### src/pkg/mode_ctrl_pkg.sv
package mode_ctrl_pkg;
   // ==========================================
   // processor mode register layout
   localparam int PM_WIDTH = 8;
   localparam int PM_MODE_LO = 0;
   localparam int PM_MODE_HI = 1;
   localparam int PM_SOFT_RST_BIT = 3;
   localparam logic [15:0] PM_ADDR = 16'h0004;
   localparam logic [7:0] PM_RESET_VAL = 8'h00;
   // ==========================================
   // processor mode field codes
   localparam logic [1:0] MODE_SINGLE = 2'h0;
   localparam logic [1:0] MODE_EXPAND = 2'h1;
   localparam logic [1:0] MODE_BAD = 2'h2;
   localparam logic [1:0] MODE_MICRO = 2'h3;
   // ==========================================
   // soft reset pulse length in cycles
   localparam int SOFT_RST_CYCLES = 4;
   localparam logic [2:0] SOFT_RST_LAST = 3'h3;
   // access space codes
   typedef enum logic [1:0] {SPACE_SFR, SPACE_RAM, SPACE_ROM, SPACE_EXT} space_t;
endpackage

### src/design/soft_reset_gen.sv
`timescale 1ns/1ps
`default_nettype none
// stretches a one-cycle software reset request into a reset pulse
module soft_reset_gen
   import mode_ctrl_pkg::*;
(
   input wire logic ref_clk,
   input wire logic rst_n,
   input wire logic trigger,
   output logic soft_rst
);
   // ==========================================
   // state
   typedef struct packed
   {
      logic busy;
      logic [2:0] count;
   } gen_state_t;

   gen_state_t st_reg;
   gen_state_t st_next;

   // count the pulse up to SOFT_RST_LAST once triggered
   always_comb
   begin
      st_next = st_reg;
      if (trigger && !st_reg.busy)
      begin
         st_next.busy = 1'b1;
         st_next.count = 3'h0;
      end
      else if (st_reg.busy)
      begin
         if (st_reg.count == SOFT_RST_LAST)
            st_next.busy = 1'b0;
         else
            st_next.count = st_reg.count + 3'h1;
      end
   end

   // only the hardware reset clears this one; it must outlive the pulse
   always_ff @(posedge ref_clk or negedge rst_n)
   begin
      if (!rst_n)
         st_reg <= '0;
      else
         st_reg <= st_next;
   end

   assign soft_rst = st_reg.busy;
endmodule
`default_nettype wire

### src/design/processor_mode_and_soft_reset.sv
`timescale 1ns/1ps
`default_nettype none
module processor_mode_and_soft_reset
   import mode_ctrl_pkg::*;
#(
   parameter int NUM_PORTS = 11
)
(
   // clock and raw reset from the pins
   input wire logic ref_clk,
   input wire logic resetn, // async, active low
   // strap level, asynchronous to the clock
   input wire logic boot_mode_pin,
   // mode register write port and readback
   input wire logic pm_wr, // one-cycle strobe
   input wire logic [7:0] pm_wdata,
   output logic [7:0] pm_rdata, // bit 3 always reads 0
   // access request judged against the mode
   input wire logic acc_req,
   input wire logic [1:0] acc_space,
   output logic acc_allow, // combinational
   // pin use and mode status
   output logic ext_bus_enable,
   output logic [NUM_PORTS-1:0] port_free,
   output logic [1:0] mode,
   output logic rom_locked,
   // system reset and ram retention
   output logic sys_rst_n,
   output logic ram_keep
);
   import mode_ctrl_pkg::*;

   // ==========================================
   // reset release and pin sync
   // synchroniser flops; only the raw reset clears them
   typedef struct packed
   {
      logic [1:0] rst_sync; // reset release chain
      logic [1:0] pin_sync; // strap level chain
   } sync_t;

   // mode state; hardware and software reset both clear it
   typedef struct packed
   {
      logic [7:0] pm; // register image
      logic rom_lock; // strap saw the pin high
      logic strap_done; // strap taken since the last reset
   } core_t;

   sync_t sy_reg;
   sync_t sy_next;
   core_t st_reg;
   core_t st_next;
   logic hw_rst_n; // synchronised hardware reset
   logic soft_rst; // stretched software reset
   logic core_rst_n; // combined reset for the mode state
   logic soft_trig; // one-cycle trigger from the register write

   // ==========================================
   // decode helpers
   // modes that hand port pins to the external bus
   function automatic logic bus_lent(input logic [1:0] m);
      return (m != MODE_SINGLE);
   endfunction

   // register image as stored; the reset bit never sticks
   function automatic logic [7:0] stored_image(input logic [7:0] d,
      input logic [1:0] keep_mode);
      logic [7:0] img;
      img = d;
      img[PM_SOFT_RST_BIT] = 1'b0;
      // code 10 is refused; the field keeps the mode in force
      if (d[PM_MODE_HI:PM_MODE_LO] == MODE_BAD)
         img[PM_MODE_HI:PM_MODE_LO] = keep_mode;
      return img;
   endfunction

   // one access judged against mode and rom lock
   // unknown space codes are refused rather than guessed
   function automatic logic space_open(input logic [1:0] space,
      input logic [1:0] m,
      input logic lock);
      logic ok;
      ok = 1'b0;
      case (space)
         SPACE_SFR: ok = 1'b1;
         SPACE_RAM: ok = 1'b1;
         SPACE_ROM: ok = !lock;
         SPACE_EXT: ok = bus_lent(m);
         default: ok = 1'b0;
      endcase
      return ok;
   endfunction

   // ==========================================
   // synchronisers
   // two-stage synchronisers; first stages feed only second stages
   always_comb
   begin
      sy_next = sy_reg;
      // reset chain shifts in ones after release
      sy_next.rst_sync = {sy_reg.rst_sync[0], 1'b1};
      sy_next.pin_sync = {sy_reg.pin_sync[0], boot_mode_pin};
   end

   // raw reset clears both chains; release ripples through two edges
   always_ff @(posedge ref_clk or negedge resetn)
   begin
      if (!resetn)
         sy_reg <= '0;
      else
         sy_reg <= sy_next;
   end

   // the rest of the block sees only this released copy
   // it rises two edges after release; the strap follows one edge later
   assign hw_rst_n = sy_reg.rst_sync[1];

   // ==========================================
   // software reset
   // strobe and bit 3 in one cycle fire the reset
   assign soft_trig = pm_wr && pm_wdata[PM_SOFT_RST_BIT];

   // pulse stretcher; only the hardware reset clears it
   soft_reset_gen u_soft_reset_gen
   (
      .ref_clk(ref_clk),
      .rst_n(hw_rst_n),
      .trigger(soft_trig),
      .soft_rst(soft_rst)
   );

   // soft reset drives the same system reset as hardware; ram excluded
   // both sources are flops, so the combined reset cannot glitch
   // ram sits outside this block and holds while ram_keep is high
   assign core_rst_n = hw_rst_n && !soft_rst;
   assign sys_rst_n = core_rst_n;
   assign ram_keep = soft_rst;

   // ==========================================
   // mode register
   // strap first after each reset, software writes afterwards
   always_comb
   begin
      st_next = st_reg; // default: hold
      if (!st_reg.strap_done)
      begin
         // strap caught at first edge after reset release
         st_next.strap_done = 1'b1;
         // pin high: rom hidden until the next reset of either kind
         st_next.rom_lock = sy_reg.pin_sync[1];
         if (sy_reg.pin_sync[1])
            st_next.pm[PM_MODE_HI:PM_MODE_LO] = MODE_MICRO;
         else
            st_next.pm[PM_MODE_HI:PM_MODE_LO] = MODE_SINGLE;
      end
      else if (pm_wr && !pm_wdata[PM_SOFT_RST_BIT])
      begin
         // a write with bit 3 set fires the reset and stores nothing
         // field write picks the mode whatever the pin level; 01 = expansion
         // other bits land in the same write; software orders its writes
         st_next.pm = stored_image(pm_wdata, st_reg.pm[PM_MODE_HI:PM_MODE_LO]);
      end
      // with no write the image simply holds, so readback stays valid
   end

   // cleared by either reset; the strap is taken again after each
   always_ff @(posedge ref_clk or negedge core_rst_n)
   begin
      if (!core_rst_n)
      begin
         st_reg.pm <= PM_RESET_VAL;
         st_reg.rom_lock <= 1'b0;
         st_reg.strap_done <= 1'b0;
      end
      else
         st_reg <= st_next;
   end

   // ==========================================
   // status outputs
   // mode in force, straight from the register image
   assign mode = st_reg.pm[PM_MODE_HI:PM_MODE_LO];
   // readback is the stored image; bit 3 is never stored
   assign pm_rdata = st_reg.pm;
   // rom stays hidden once the strap saw the pin high
   assign rom_locked = st_reg.rom_lock || (mode == MODE_MICRO);

   // ==========================================
   // access decode
   // nothing is allowed until the strap has set the mode
   always_comb
   begin
      acc_allow = 1'b0;
      if (acc_req && st_reg.strap_done)
         acc_allow = space_open(acc_space, mode, rom_locked);
   end

   // bus pins lent out outside single-chip mode
   // ports fall back to general use in single-chip mode
   assign ext_bus_enable = st_reg.strap_done && bus_lent(mode);
   assign port_free = ext_bus_enable ? '0 : '1;
endmodule
`default_nettype wire

### config.mk
export PLATFORM = sky130hd
export DESIGN_NAME = processor_mode_and_soft_reset
export DESIGN_NICKNAME = d
export VERILOG_FILES = /design/src/pkg/mode_ctrl_pkg.sv /design/src/design/soft_reset_gen.sv /design/src/design/processor_mode_and_soft_reset.sv
export SDC_FILE = /design/constraint.sdc
export NUM_CORES = 1
export LEC_CHECK = 0
export ABC_AREA = 1
export ABC_CLOCK_PERIOD_IN_PS = 1620
export BUFFER_PORTS_ARGS = -buffer_cell sky130_fd_sc_hd__buf_2
export CAP_MARGIN = 30
export CORE_UTILIZATION = 45
export DETAILED_ROUTE_END_ITERATION = 10
export PLACE_DENSITY = 0.81
export SKIP_LAST_GASP = 1
export SLEW_MARGIN = 20
export SYNTH_ARGS = -nofsm -noshare
export SYNTH_HDL_FRONTEND = slang
export SYNTH_HIERARCHICAL = 1
export SYNTH_SLANG_ARGS = --single-unit
### constraint.sdc
create_clock -name ref_clk -period 1.62 [get_ports ref_clk]
set_input_delay 0.486 -clock ref_clk [delete_from_list [all_inputs] [get_ports ref_clk]]
set_output_delay 0.486 -clock ref_clk [all_outputs]
set_load 0.05 [all_outputs]
# [Yosys cells after proc, flatten, opt, wreduce, memory -nomap -nowiden]
# Cells that the tools add are included.
[totals] regBits=17 output_inout_bits=26 elab_cells=46 inputBits=15
[classes] mux=11 reduce_logical=17 n_eq_ne=9 n_addsub=1
[op_table] op="$mux W11" count=1
[op_table] op="$eq A2 B2 Y1 const B" count=4
[op_table] op="$mux W2" count=4
[op_table] op="$mux W4" count=2
[op_table] op="$logic_and A1 B1 Y1" count=6
[op_table] op="$reduce_and A2 Y1" count=3
[op_table] op="$ne A2 B1 Y1 const B" count=2
[op_table] op="$reduce_bool A2 Y1" count=2
[op_table] op="$add A3 B1 Y3 const B" count=1
[op_table] op="$eq A3 B2 Y1 const B" count=1
[op_table] op="$logic_not A1 Y1" count=3
[op_table] op="$mux W3" count=1
[op_table] op="$pmux W1 S3" count=1
[op_table] op="$eq A2 B1 Y1 const B" count=1
[op_table] op="$logic_not A2 Y1" count=1
[op_table] op="$mux W1" count=2
[op_table] op="$ne A2 B2 Y1 const B" count=1
[op_table] op="$reduce_or A2 Y1" count=1
[op_table] op="$logic_or A1 B1 Y1" count=1

# [Logic depth before layout (Yosys ltp)]
[depth] depth_word=5 ltp_mapped=7

# [Hierarchy]
# Netlist, hierarchy kept.
[modules_own_cells] mod="processor_mode_and_soft_reset" seq_area_each_um2=325.3 instances=1 area_each_um2=716.9 cells_each=86
[modules_own_cells] mod="soft_reset_gen" seq_area_each_um2=100.1 instances=1 area_each_um2=201.4 cells_each=24

# [Worst setup path after synthesis]
# Ideal clock, no wire load.
[synth_path] path_type="reg2out" startpoint="register st_reg, in the netlist pm_rdata[1]" endpoint="output port ext_bus_enable" path_stages_with_launch=3 arrival_time_ns=2.058 path_buffers=0 setup_slack_ns=-0.924 path_cell_list="dfrtp_1 o21ai_1 inv_1"
[synth_between] elab_chain_len=2
[synth_rtl] item="from (decl)" line="processor_mode_and_soft_reset.sv:52" text="core_t st_reg;"
[synth_rtl] item="from (signal assigned)" line="processor_mode_and_soft_reset.sv:177" text="st_reg <= st_next;"
[synth_rtl] item="$reduce_bool A2 Y1" line="processor_mode_and_soft_reset.sv:63" text="return (m != MODE_SINGLE);"
[synth_rtl] item="$logic_and A1 B1 Y1" line="processor_mode_and_soft_reset.sv:201" text="assign ext_bus_enable = st_reg.strap_done && bus_lent(mode);"
[synth_rtl] item="to (decl)" line="processor_mode_and_soft_reset.sv:23" text="output logic ext_bus_enable,"
# Every way passes these cells.

# [Worst setup path in the final report]
[layout_path] startpoint="register st_reg, in the netlist pm_rdata[0]" endpoint="output port acc_allow"
[layout_between] elab_chain_len=5 word_cells_on_any_way=6 classes_between="1 x eq/ne; 2 x mux; 3 x reduce/logical"
[layout_rtl] item="$eq A2 B2 Y1" line="processor_mode_and_soft_reset.sv:187" text="assign rom_locked = st_reg.rom_lock || (mode == MODE_MICRO);"
[layout_rtl] item="$logic_or A1 B1 Y1" line="processor_mode_and_soft_reset.sv:187"
[layout_rtl] item="$logic_not A1 Y1" line="processor_mode_and_soft_reset.sv:88" text="SPACE_ROM: ok = !lock;"
[layout_rtl] item="$pmux W1 S3 (*)" line="processor_mode_and_soft_reset.sv:85" text="case (space)"
[layout_rtl] item="$mux W1 (*)" line="processor_mode_and_soft_reset.sv:195" text="if (acc_req && st_reg.strap_done)"
[layout_rtl] item="to (decl)" line="processor_mode_and_soft_reset.sv:21" text="output logic acc_allow,"
# Every way passes the cells marked *; elsewhere a longest branch is shown, timed or not.

==> flow_metrics.py <==
metrics = {
    "synth": {
        "synth_top_family_by_area": "simple AND/OR/NAND/NOR gates",
        "synth_top_area_cell": "dfrtp_1",
        "syn-cell-area_um2": 918,
        "ys_types": 13,
        "yosys_warnings": 6,
        "synth_top_area_share_pct": 46.3,
        "synth-simple-area-share_pct": 24.8,
        "synth.area.top_cells": "dfrtp_1 46%, buf_4 17%, nand2_1 12%, nand3_1 7.6%, inv_1 5.7%",
        "synth.area.mux_share_pct": 0,
        "synth_xor_xnor_area_share_pct": 0,
        "syn_area_per_cell_um2": 8.35,
        "seq_area_frac_synth_pct": 46.3,
        "ys_ff_latch": 17,
        "synth-compound-area-share_pct": 1.63,
        "synth_adder_area_share_pct": 2.72,
        "syn-instance-count": 110,
    },
    "floorplanning": {
        "io_pins": 41,
        "die_h_um": 47.2,
        "initial_core_util_pct": 50.4,
        "dieArea_um2": 2230,
        "row_count": 15,
        "core_um2": 1820,
        "die_x_um": 47.2,
    },
    "clocking": {
        "cts-buffers-inserted": 3,
        "root_buffer": "clkbuf_4",
        "clkTransAtPathRegs_ns": 0.09,
        "clock_sinks": 17,
        "cts_tree": "yes",
        "htreeDepth": 1,
        "cts_buffer_depth": 2,
        "insertion_delay_ns": 0.28,
    },
    "detailed_routing": {
        "drc": 0,
        "final_antenna_net_count": 0,
        "drt_iter0_markers": 10,
        "drt-total-wl_mm": 1.81,
        "wl_per_cell_um": 10.9,
        "route.vias.total": 761,
        "avgViaCountPerCell": 4.58,
        "firstDrtPassIters": 4,
    },
    "setup_path": {
        "endpoint_kind": "primary output",
        "r2r.worst_path.cells": 6,
        "setup.worst_path.start_class": "register",
        "crit_chain": "o21ai_2 > nand3_2 > nand2_2 > inv_2 > buf_8",
        "crit_buf_inv": 2,
        "slowest_delay_ns": 0.49,
        "crit_fanout": 6,
        "worstReg2RegStart": "u_soft_reset_gen/st_reg[0]$_DFFE_PN0P_",
        "required_ns": 1.13,
        "critPathKind": "reg2out",
        "r2r_setup_slack_ns": 0.42,
        "crit_arrival_ns": 1.30,
        "regToRegEndpoint": "u_soft_reset_gen/st_reg[0]$_DFFE_PN0P_",
        "critical_path.top_delay_family": "flip-flops",
        "cpMaxStageDelayCell": "dfrtp_2",
    },
    "final_layout": {
        "drive_above_1_share_pct": 46.8,
        "num_antenna_cells": 0,
        "fill_cells": 147,
        "area_growth_pct": 33.0,
        "layout.nets": 159,
        "final_cells": 166,
        "final_area_um2": 1220,
        "final-seq-area_um2": 428,
        "multi_input_area_um2": 333,
        "largest_register_ffs": 7,
    },
    "sta": {
        "fin_skew_ns": 0.00262,
        "post-route-min-period_ns": 1.79,
        "setup_slack_ns": -0.168,
        "fmax_mhz": 559,
        "hold_viol": 0,
        "setup_violations": 13,
        "rsz0062_at_grt": "yes",
        "fin_crit_sh_pct": 110,
        "drv_slew": 0,
    },
    "power_and_ir_drop": {
        "peakVddDrop_v": 0.000935,
        "p_leak_nw": 0.707,
        "p_per_area_nw_per_um2": 1310,
        "finalPower_mw": 1.60,
    },
    "grt": {
        "antenna_found_initial": 0,
        "grt_use_met1_pct": 15.8,
        "grt_pass1_vias": 674,
        "track_usage_pct": 15.6,
        "use_met3_pct": 4.23,
        "grt_max_degree": 10,
        "busiest_layer": "met2",
        "use_met2_pct": 29.2,
        "grt_first_pass_wirelength_mm": 2.41,
        "globalRouteOverflowTotal": 0,
    },
    "placement": {
        "port_buffers": 39,
        "dp_hpwl_mm": 1.19,
        "gp_congestion": 0.729,
        "dpl-instance-area_um2": 1040,
        "place_ws_ns": 0.0171,
        "dp.cells": 158,
    },
    "flow_run": {
        "cap_violations": 0,
    },
    "outcome": {
        "violations": "setup timing",
        "outcome": "finished, violations left",
    },
    "worst_hold_path": {
        "min_path_type": "reg2async",
    },
}
==> power by group <==
group          switching, mW  internal (mW)  leakage, nW
registers             0.0759          0.503        0.207
clock network          0.123         0.0955       0.0150
logic                  0.556          0.248        0.484
==> layout make-up <==
type	instances	area share, %
Timing Repair Buffer	46	28.1
Sequential cell	17	35.0
Tap cell	25	2.56
Inverter	16	4.92
Multi-Input combinational cell	58	27.3
Clock buffer	4	2.15
==> what timing repair did <==
| item | 4_1_cts | 5_1_grt |
|---|---|---|
| setup endpoints to repair | 15 | 18 |
| pin swaps | 1 | 4 |
| hold endpoints to repair | 4 | 0 |
| gates cloned | 1 | 0 |
| setup buffers | 2 | 0 |
| hold buffers | 1 | 0 |
| gates resized for setup | 21 | 24 |
==> routing by layer <==
| layer | wire length [um] | vias up |
|---|---|---|
| li1 | - | 372 |
| met1 | 714 | 351 |
| met2 | 933 | 31 |
| met3 | 100 | 7 |
| met4 | 57 | 0 |
| met5 | 0 | - |
==> cells in the mapped netlist, drive strengths merged <==
cell type	count
nand2	33
buf	21
nand3	14
dfrtp	17
ha	2
nor2	2
inv	16
conb	2
o21ai	3
==> per-stage QoR <==
| stage | hold slack, ns | TNS (ns) | utilization [%] |
|---|---|---|---|
| 2_1_floorplan | 0.0493 | -0.892 | - |
| 3_3_place_gp | 0.152 | 0 | 57.1 |
| 3_5_place_dp | 0.156 | 0 | 57.1 |
| 4_1_cts | 0.163 | -1.57 | 63.2 |
| 5_1_grt | 0.177 | -2.39 | 67.1 |
| 6_report | 0.158 | -1.67 | 67.1 |
==> how the worst max path moves through the flow <==
| stage | startpoint | to | slack (ns) | cells past startpoint |
|---|---|---|---|---|
| 2_1_floorplan | pm_rdata[0]$_DFFE_PN0P_ | ext_bus_enable | -0.15 | 2 |
| 3_3_place_gp | acc_space[0] | acc_allow | 0.05 | 7 |
| 3_5_place_dp | acc_space[0] | acc_allow | 0.02 | 7 |
| 4_1_cts | pm_rdata[1]$_DFFE_PN0P_ | port_free[3] | -0.14 | 2 |
| 5_1_grt | pm_rdata[0]$_DFFE_PN0P_ | acc_allow | -0.22 | 5 |
| 6_report | pm_rdata[0]$_DFFE_PN0P_ | acc_allow | -0.17 | 5 |
==> cell families after synthesis <==
logic type	after synthesis
AOI/OAI and AO/OA	3
buffers and inverters	37
adders and majority gates	2
and+or+nand+nor	49
DFF	17
other	2
==> worst register-to-register path: cells and delay by family (launching register included) <==
kind,cells,cell delay (ns)
fa+ha+maj,2,0.39
buf+inv,1,0.06
simple gates,3,0.23
flops,1,0.41
==> layout by cell type (no fill, tap or decap), drive strengths merged <==
master | Yosys | layout
dfrtp | 17 | 17
buf | 21 | 45
clkbuf | 0 | 4
dlygate4sd3 | 0 | 1
nor2 | 2 | 2
nand3 | 14 | 14
o21ai | 3 | 4
ha | 2 | 2
nand2 | 33 | 33
conb | 2 | 3
inv | 16 | 16
(Power assumes the default switching activity.)
